**src/verilog/tsg_pkg.sv**
```systemverilog
package tsg_pkg;

   localparam logic [31:0] TS16_MIN_LIMIT = 32'h0000002c;
   localparam int          TS16_WORDS     = 22;
   localparam logic [4:0]  TS16_LAST_IDX  = 5'h15;
   localparam logic [4:0]  TS16_IP_IDX    = 5'h07;
   localparam logic [4:0]  TS16_FLAGS_IDX = 5'h08;
   localparam logic [4:0]  TS16_GPR_IDX   = 5'h09;
   localparam logic [4:0]  TS16_GPR_LAST  = 5'h10;
   localparam int          TS16_STK_IDX   = 1;
   localparam int          TS16_SEL_IDX   = 17;
   localparam int          TS16_LDT_IDX   = 21;
   localparam int          GPR_CNT        = 8;

   localparam int          TS64_DWORDS    = 21;
   localparam logic [4:0]  TS64_LAST_IDX  = 5'h14;
   localparam logic [4:0]  TS64_IST_IDX   = 5'h06;
   localparam logic [4:0]  TS64_IOMAP_IDX = 5'h14;
   localparam logic [6:0]  TS64_RSP_OFS   = 7'h04;
   localparam logic [6:0]  TS64_IST_OFS   = 7'h24;
   localparam logic [6:0]  TS64_IOMAP_OFS = 7'h64;
   localparam int          RSP_CNT        = 3;
   localparam int          IST_CNT        = 7;

   typedef enum logic [2:0] {
      TSG_IDLE,
      TSG_LOAD16,
      TSG_SAVE16,
      TSG_FETCH64
   } tsg_state_t;

endpackage : tsg_pkg

```
**src/verilog/tsg_unit.sv**
```systemverilog
`timescale 1ns/1ps
module tsg_unit
   import tsg_pkg::*;
(
   input  wire logic                   clk,
   input  wire logic                   rst,
   input  wire logic                   mode_64,
   input  wire logic [63:0]            tss_base,
   input  wire logic [31:0]            tss_limit,
   input  wire logic                   cmd_load16,
   input  wire logic                   cmd_save16,
   input  wire logic                   cmd_fetch64,
   input  wire logic [31:0]            ip_in,
   input  wire logic [31:0]            flags_in,
   input  wire logic [GPR_CNT-1:0][31:0] gpr_in,
   input  wire logic                   xfer_req,
   input  wire logic                   xfer_to_task,
   input  wire logic                   interrupt_return_op_req,
   input  wire logic                   nested_task_flag,
   output logic                        mem_req,
   output logic                        mem_we,
   output logic                        mem_wide,
   output logic      [63:0]            mem_addr,
   output logic      [31:0]            mem_wdata,
   input  wire logic [31:0]            mem_rdata,
   input  wire logic                   mem_ack,
   output logic                        busy,
   output logic                        done,
   output logic                        limit_fault,
   output logic                        protection_fault,
   output logic                        xfer_ok,
   output logic                        keep_paging,
   output logic                        io_map_valid,
   output logic      [15:0]            io_map_offset,
   output logic      [15:0]            link_out,
   output logic      [5:0][15:0]       ring_stack_out,
   output logic      [31:0]            ip_out,
   output logic      [31:0]            flags_out,
   output logic      [GPR_CNT-1:0][31:0] gpr_out,
   output logic      [3:0][15:0]       seg_sel_out,
   output logic      [15:0]            ldt_sel_out,
   output logic      [RSP_CNT-1:0][63:0] privilege_stack_pointers,
   output logic      [IST_CNT-1:0][63:0] interrupt_stack_pointers
);

   typedef struct packed {
      tsg_state_t                         st;
      logic [4:0]                         idx;
      logic                               fmt64;
      logic                               done;
      logic                               limit_fault;
      logic                               keep_paging;
      logic                               io_map_valid;
      logic [31:0]                        wdata;
      logic [TS16_WORDS-1:0][15:0]        w16;
      logic [TS64_DWORDS-1:0][31:0]       d64;
   } tsg_unit_t;

   tsg_unit_t  s_r;
   tsg_unit_t  s_nxt;
   logic       ts16_ok;

   tsg_addr u_addr (
      .fmt64  (s_r.fmt64),
      .idx    (s_r.idx),
      .base   (tss_base),
      .offset (),
      .addr   (mem_addr)
   );

   tsg_fault u_fault (
      .clk              (clk),
      .rst              (rst),
      .mode_64          (mode_64),
      .xfer_req         (xfer_req),
      .xfer_to_task     (xfer_to_task),
      .interrupt_return_op_req         (interrupt_return_op_req),
      .nested_task_flag (nested_task_flag),
      .protection_fault (protection_fault),
      .xfer_ok          (xfer_ok)
   );

   assign ts16_ok = (tss_limit >= TS16_MIN_LIMIT);

   // words are picked one cycle early so the write data stands steady
   function automatic logic [15:0] save_word(input logic [4:0] i);
      logic [2:0] g;
      g = 3'(i - TS16_GPR_IDX);
      // upper halves never reach memory
      if (i == TS16_IP_IDX)
      begin
         return ip_in[15:0];
      end
      else if (i == TS16_FLAGS_IDX)
      begin
         return flags_in[15:0];
      end
      else
      begin
         return gpr_in[g][15:0];
      end
   endfunction : save_word

   always_comb
   begin
      s_nxt             = s_r;
      s_nxt.done        = 1'b0;
      s_nxt.limit_fault = 1'b0;
      unique case (s_r.st)
         TSG_IDLE:
         begin
            // hardware task state in 64-bit mode is refused, so 16-bit
            // commands are dropped there
            if (cmd_fetch64 && mode_64)
            begin
               s_nxt.st    = TSG_FETCH64;
               s_nxt.fmt64 = 1'b1;
               s_nxt.idx   = 5'h00;
            end
            else if ((cmd_load16 || cmd_save16) && !mode_64)
            begin
               if (!ts16_ok)
               begin
                  s_nxt.limit_fault = 1'b1;
               end
               else if (cmd_load16)
               begin
                  s_nxt.st    = TSG_LOAD16;
                  s_nxt.fmt64 = 1'b0;
                  s_nxt.idx   = 5'h00;
               end
               else
               begin
                  s_nxt.st    = TSG_SAVE16;
                  s_nxt.fmt64 = 1'b0;
                  s_nxt.idx   = TS16_IP_IDX;
               end
            end
         end
         TSG_LOAD16:
         begin
            if (mem_ack)
            begin
               s_nxt.w16[s_r.idx] = mem_rdata[15:0];
               if (s_r.idx == TS16_LAST_IDX)
               begin
                  s_nxt.st           = TSG_IDLE;
                  s_nxt.done         = 1'b1;
                  s_nxt.keep_paging  = 1'b1;
                  s_nxt.io_map_valid = 1'b0;
                  s_nxt.d64[TS64_IOMAP_IDX] = 32'h00000000;
               end
               else
               begin
                  s_nxt.idx = s_r.idx + 5'h01;
               end
            end
         end
         TSG_SAVE16:
         begin
            if (mem_ack)
            begin
               s_nxt.w16[s_r.idx] = s_r.wdata[15:0];
               if (s_r.idx == TS16_GPR_LAST)
               begin
                  s_nxt.st   = TSG_IDLE;
                  s_nxt.done = 1'b1;
               end
               else
               begin
                  s_nxt.idx = s_r.idx + 5'h01;
               end
            end
         end
         TSG_FETCH64:
         begin
            if (mem_ack)
            begin
               s_nxt.d64[s_r.idx] = mem_rdata;
               if (s_r.idx == TS64_LAST_IDX)
               begin
                  s_nxt.st           = TSG_IDLE;
                  s_nxt.done         = 1'b1;
                  s_nxt.keep_paging  = 1'b0;
                  s_nxt.io_map_valid = 1'b1;
               end
               else
               begin
                  s_nxt.idx = s_r.idx + 5'h01;
               end
            end
         end
         // three state bits leave four codes unused
         default:
         begin
            s_nxt.st = TSG_IDLE;
         end
      endcase
      if (s_nxt.st == TSG_SAVE16)
      begin
         s_nxt.wdata = {16'h0000, save_word(s_nxt.idx)};
      end
      else
      begin
         s_nxt.wdata = 32'h00000000;
      end
   end

   always_ff @(posedge clk or posedge rst)
   begin
      if (rst)
      begin
         s_r <= '0;
      end
      else
      begin
         s_r <= s_nxt;
      end
   end

   assign busy        = (s_r.st != TSG_IDLE);
   assign mem_req     = busy;
   assign mem_we      = (s_r.st == TSG_SAVE16);
   assign mem_wide    = s_r.fmt64;
   assign mem_wdata   = s_r.wdata;
   assign done        = s_r.done;
   assign limit_fault = s_r.limit_fault;
   assign keep_paging = s_r.keep_paging;
   assign io_map_valid = s_r.io_map_valid;
   // offset sits in the upper half of the dword at the map base location
   assign io_map_offset = s_r.d64[TS64_IOMAP_IDX][31:16];

   assign link_out    = s_r.w16[0];
   assign ip_out      = {16'h0000, s_r.w16[TS16_IP_IDX]};
   assign flags_out   = {16'h0000, s_r.w16[TS16_FLAGS_IDX]};
   assign ldt_sel_out = s_r.w16[TS16_LDT_IDX];

   genvar gi;
   generate
      for (gi = 0; gi < 6; gi++)
      begin : g_stk
         assign ring_stack_out[gi] = s_r.w16[TS16_STK_IDX + gi];
      end
      for (gi = 0; gi < GPR_CNT; gi++)
      begin : g_gpr
         // upper halves come back as zero, not the old contents
         assign gpr_out[gi] = {16'h0000, s_r.w16[TS16_GPR_IDX + gi]};
      end
      for (gi = 0; gi < 4; gi++)
      begin : g_sel
         assign seg_sel_out[gi] = s_r.w16[TS16_SEL_IDX + gi];
      end
      for (gi = 0; gi < RSP_CNT; gi++)
      begin : g_rsp
         assign privilege_stack_pointers[gi] =
            {s_r.d64[2*gi+1], s_r.d64[2*gi]};
      end
      for (gi = 0; gi < IST_CNT; gi++)
      begin : g_ist
         assign interrupt_stack_pointers[gi] =
            {s_r.d64[6+2*gi+1], s_r.d64[6+2*gi]};
      end
   endgenerate

endmodule : tsg_unit

```
**src/verilog/tsg_addr.sv**
```systemverilog
`timescale 1ns/1ps
module tsg_addr
   import tsg_pkg::*;
(
   input  wire logic        fmt64,
   input  wire logic [4:0]  idx,
   input  wire logic [63:0] base,
   output logic      [6:0]  offset,
   output logic      [63:0] addr
);

   logic [4:0] rel;

   always_comb
   begin
      rel = idx - TS64_IST_IDX;
      if (!fmt64)
      begin
         offset = {1'b0, idx, 1'b0};
      end
      else if (idx == TS64_IOMAP_IDX)
      begin
         offset = TS64_IOMAP_OFS;
      end
      else if (idx >= TS64_IST_IDX)
      begin
         // skips the reserved quadword between the two pointer groups
         offset = 7'(TS64_IST_OFS + {rel, 2'h0});
      end
      else
      begin
         offset = 7'(TS64_RSP_OFS + {idx, 2'h0});
      end
      addr = base + {57'h0, offset};
   end

endmodule : tsg_addr

```
**src/verilog/tsg_fault.sv**
```systemverilog
`timescale 1ns/1ps
module tsg_fault
   import tsg_pkg::*;
(
   input  wire logic clk,
   input  wire logic rst,
   input  wire logic mode_64,
   input  wire logic xfer_req,
   input  wire logic xfer_to_task,
   input  wire logic interrupt_return_op_req,
   input  wire logic nested_task_flag,
   output logic      protection_fault,
   output logic      xfer_ok
);

   typedef struct packed {
      logic fault;
      logic ok;
   } tsg_fault_t;

   tsg_fault_t s_r;
   tsg_fault_t s_nxt;

   always_comb
   begin
      s_nxt       = '0;
      // jump, call, software or hardware interrupt all look alike here
      if (xfer_req && mode_64 && xfer_to_task)
      begin
         s_nxt.fault = 1'b1;
      end
      else if (interrupt_return_op_req && mode_64 && nested_task_flag)
      begin
         s_nxt.fault = 1'b1;
      end
      else if (xfer_req || interrupt_return_op_req)
      begin
         s_nxt.ok = 1'b1;
      end
   end

   always_ff @(posedge clk or posedge rst)
   begin
      if (rst)
      begin
         s_r <= '0;
      end
      else
      begin
         s_r <= s_nxt;
      end
   end

   assign protection_fault = s_r.fault;
   assign xfer_ok          = s_r.ok;

endmodule : tsg_fault

```
**config.mk**
```make
export PLATFORM = sky130hd
export DESIGN_NAME = tsg_unit
export DESIGN_NICKNAME = d
export VERILOG_FILES = /design/src/verilog/tsg_pkg.sv /design/src/verilog/tsg_unit.sv /design/src/verilog/tsg_addr.sv /design/src/verilog/tsg_fault.sv
export SDC_FILE = /design/constraint.sdc
export NUM_CORES = 2
export LEC_CHECK = 0
export BUFFER_PORTS_ARGS = -buffer_cell sky130_fd_sc_hd__buf_4
export CAP_MARGIN = 20
export CORE_AREA = 2 2 684 686
export CTS_CLUSTER_DIAMETER = 60
export DETAILED_ROUTE_END_ITERATION = 7
export DIE_AREA = 0 0 686 688
export HOLD_SLACK_MARGIN = 0.1
export PLACE_DENSITY = 0.31
export SKIP_CTS_REPAIR_TIMING = 1
export SYNTH_ARGS = -nofsm -noshare
export SYNTH_HDL_FRONTEND = slang
export SYNTH_HIERARCHICAL = 1
export SYNTH_SLANG_ARGS = --single-unit
```
**constraint.sdc**
```tcl
create_clock -name clk -period 33.3 [get_ports clk]
set_input_delay 1.665 -clock clk [delete_from_list [all_inputs] [get_ports clk]]
set_output_delay 1.665 -clock clk [all_outputs]
set_load 0.02 [all_outputs]
```
# Word-level counts from Yosys, hierarchy flattened
# Cells that the tools add are included.
# word_totals
output_inout_bits	1274
reg_bits	1071
# classes
n_reduce_logical	21
n_addsub	6
eq_ne	14
mux	57
n_lt_le_gt_ge	5
# ops
op	count
bitwise mux 352 bit	2
one-hot mux 352 bit (2 select lines)	1
bitwise mux 672 bit	1
2-to-1 mux 672 bit	1
2-to-1 mux 384 bit	1
2-to-1 mux 352 bit	1
demux 32 bit (select 5 bit)	1
binary-select mux 32 bit (select 3 bit)	1
demux 16 bit (select 5 bit)	1
2-to-1 mux 16 bit	5
adder 64 x 7 -> 64 bit	1
2-to-1 mux 32 bit	2
one-hot mux 32 bit (2 select lines)	1
>= comparator 32 x 6 -> 1 bit, second input constant	1
2-to-1 mux 8 bit	4
2-to-1 mux 9 bit	3
2-to-1 mux 7 bit	3
one-hot mux 5 bit (4 select lines)	1
== test 5 bit, second input constant	3
2-to-1 mux 1 bit	15
2-to-1 mux 5 bit	3
one-hot mux 3 bit (4 select lines)	1
== test 3 x 2 -> 1 bit, second input constant	3
2-to-1 mux 3 bit	3
27 further kinds	44

# Longest topological paths before layout
# logic_depth
ltp_word	11
depth_mapped	16
depth_no_buf	14

# Hierarchy
# The synthesis kept the hierarchy.
# by_module_without_submodules
mod	area_per_inst_um2	cells_each	n_inst	seq_area_each_um2
tsg_unit	48923.2	4150	1	25949.9
tsg_addr	1819.2	268	1	0.0
tsg_fault	83.8	7	1	50.0

# Worst setup path before layout
# No wires, ideal clock.
# synth_timing
kind	register to output
from	reg s_r[1061] (netlist name)
to	out mem_addr[55]
path_stages_with_launch	12
t_required_ns	31.635
path_slack_ns	27.896
path_buffers	0
arrival_time_ns	3.739
cell_sequence	dfrtp_1 inv_1 ha_1 a2111oi_0 o21ai_0 o211a_1 ha_1 nand3_1 o21ba_2 o2111ai_1 or4_1 xnor2_1
# synth_via
elab_chain_cells	6
word_cells_on_any_way	9
# synth_lines
item	line	source
start: declaration	tsg_unit.sv:59	tsg_unit_t s_r;
start signal: assignment	tsg_unit.sv:217	s_r <= s_nxt;
subtractor 5 x 3 -> 5 bit	tsg_addr.sv:16	rel = idx - TS64_IST_IDX;
adder 6 x 7 -> 7 bit	tsg_addr.sv:28	offset = 7'(TS64_IST_OFS + {rel, 2'h0});
2-to-1 mux 7 bit	tsg_addr.sv:25	else if (idx >= TS64_IST_IDX)
2-to-1 mux 7 bit *	tsg_addr.sv:21	else if (idx == TS64_IOMAP_IDX)
2-to-1 mux 7 bit *	tsg_addr.sv:17	if (!fmt64)
via u_addr.offset[6]	tsg_addr.sv:8	output logic [6:0] offset,
adder 64 x 7 -> 64 bit *	tsg_addr.sv:34	addr = base + {57'h0, offset};
end: declaration	tsg_unit.sv:23	output logic [63:0] mem_addr,
# Mark *: on every way through the listed nets, which the timed path passes. The rest lies on a longest branch.

# Worst setup path in the final report
# layout_timing
from	reg s_r[1062] (netlist name)
to	out mem_addr[19]
# The elaborated chain is that of the path after synthesis.

==> run metrics <==
CTS clock-pin slew for the worst setup and hold paths ~0.05 ns; FP Rows between 200 and 300; CP cell instances inv_1 -> ha_1 -> nand2b_1 -> and3_1 -> o31ai_1 -> o21ai_0 -> o211a_1 -> ha_1 -> nand3_1 -> o21bai_1 -> a21boi_0 -> and3_2 -> xor2_1 -> buf_4; Final period util slightly above 20%; Max Buffers Root-to-Sink 4; Starting Density 10.9%; Layout fillers ~52000; Synth Area per Inst 11.5 um^2; routability cong. between 0.8 and 0.9; DRC Markers 0; Die ar. between 400000 and 500000 um^2; Crit path arrival time around 5 ns; vias in the first global route 33600; CP endpoint kind output port; total core area 465000 um^2; Synth Warn # 6; max_cap viols 0; power per standard cell area between 60 and 70 nW/um^2; CP max stage cell a21boi_0; area grow syn2layout 31.6%; Synth Cell Area between 50000 and 60000 um^2; vias per inst a little under 3; Max Fanout on Critical Path 11; I/O pin cnt around 1700; final hold viol count 0; WS Path Type flop to output port; Nets approximately 5300; Num Clock Sinks just over 1000; Tmin final ~6.8 ns; RR Startpoint s_r[1061]; Static Leak around 0.032 uW; WP data required between 30 and 40 ns; run status finished, final reports clean; RSZ-0062 raised after global routing false; crit-path most repeated cell ha_1; WHS 0.477 ns; relative max-transition margin between 20% and 30%; I/O Buffers 1392; Slew @ Worst Pin between 1 and 1.5 ns; vias post-DR roughly 33000; worst skew pair latency roughly 0.90 ns; Num CTS Buffers 170; first drt pass iteration count 5; H-tree levels 4; R2R Setup Slk around 28 ns; r2r endpoint mem_wdata[10]; HPWL after DPL roughly 210000 um; Die W 686 um; TNS Setup 0 ns; Iter 0 DRT Violations roughly 1700; sink of the worst hold path gpr_out[200]; initial antenna violation count ~100; type of origin of the critical path flop; drt total wl 274000 um; largest net degree at the start of global routing approximately 160; die span in y around 690 um; hold_sp gpr_out[200]; Hold Path Cell Cnt 2; Worst path max stage delay around 0.8 ns; GRT overflow 0; All-Layer GR Usage approximately 11%; share of cells above drive strength 1 between 50% and 60%; # setup viols final 0; antenna-violating nets left 0; Peak VDD IR 0.0451 mV; first-pass GRT wire length around 350000 um; Clock Skew just over 0.1 ns; Root Driver clkbuf_16; R2R cell count 15; Gate Count Post-Synth 4423; detail-routed net length per standard cell approximately 25 um; CTS tree built; Fmax about 0.15 GHz; worst hold path type flop to flop; Max Slew Vio Count 0
-- stage by stage --
stage | power [uW] | cell area [um^2] | cells | utilization [%] | setup slack, ns
final | 4280 | 66900 | 11200 | 14.4 | 26.52
after global routing | 4490 | 66700 | 11100 | 14.4 | 26.19
after CTS | 4400 | 66500 | 11100 | 14.3 | 26.40
after detailed placement | 2460 | 60600 | 10800 | 13.0 | 26.11
after global placement | 2450 | 60600 | 10800 | 13.0 | 26.16
after floorplan | 2080 | 51500 | 4599 | - | 2.45
-- cells in the final DEF, fill, tap and decap left out, drive strengths merged, types with 5 or more instances in the layout --
cell type / count
and2: 11
nand4: 19
buf: 1474
xor2: 31
xnor2: 36
nor2b: 8
a21oi: 32
nand3: 34
o21ai: 361
mux2i: 19
and3: 9
mux4: 32
nand2: 416
nor3: 21
a22o: 16
nor2: 55
dfrtp: 1039
o2111ai: 5
conb: 177
inv: 67
o22ai: 35
nor4: 15
diode: 54
nand2b: 5
clkinvlp: 16
clkbuf: 214
ha: 19
bufinv: 17
mux2: 641
clkinv: 40
-- sequential cells by signal, summed over array words and instances, names as in the netlist --
name	flops
ldt_sel_out	16
link_out	16
u_fault/xfer_ok	1
gpr_out	128
ring_stack_out	96
s_r	8
u_fault/protection_fault	1
flags_out	16
mem_wdata	16
mem_wide	1
io_map_offset	16
limit_fault	1
interrupt_stack_pointers	448
seg_sel_out	64
io_map_valid	1
done	1
ip_out	16
keep_paging	1
privilege_stack_pointers	192
-- cell type report --
type | count | area, um^2 | area share, %
Tap cell | 6198 | 7750 | 11.6
Timing Repair Buffer | 1474 | 11300 | 16.8
Sequential cell | 1039 | 26000 | 38.9
Multi-Input combinational cell | 2062 | 15600 | 23.4
Inverter | 47 | 184 | 0.275
Clock inverter | 93 | 1240 | 1.85
Clock buffer | 214 | 4660 | 6.97
Antenna cell | 54 | 135 | 0.202
-- critical path: cells and delay by family (launching register included) --
family / cells / cell delay, ns
flip-flops: 1 / 0.63
adder cells (fa/ha/maj): 2 / 0.72
XOR/XNOR: 1 / 0.16
AO/OA/AOI/OAI: 5 / 1.65
AND/OR/NAND/NOR: 4 / 0.81
buffers and inverters: 2 / 0.35
-- report_power, final --
part	internal (uW)	leakage (uW)	total [uW]	switching, uW
combinational	326	0.0151	946	620
sequential	1380	0.0144	1460	87.7
clock	1140	0.00285	1880	737
total	2840	0.0323	4280	1440
-- how the worst max path moves through the flow --
stage | slack, ns | depth (start not counted) | to | startpoint
after global routing | 26.19 | 14 | mem_addr[19] | s_r[1062]
after global placement | 26.16 | 14 | mem_wdata[12] | tss_limit[31]
after detailed placement | 26.11 | 14 | mem_wdata[13] | tss_limit[31]
after floorplan | 2.45 | 1 | done | rst
final | 26.52 | 14 | mem_addr[19] | s_r[1062]
after CTS | 26.40 | 14 | mem_addr[19] | s_r[1062]
-- per-layer routing --
metal	routed length, um	GRT usage [%]
met3	27200	4.64
met5	356	0.286
met4	7330	2.95
met1	111000	13.3
met2	129000	18.2
Note: power is estimated with default switching activity, not from simulation.
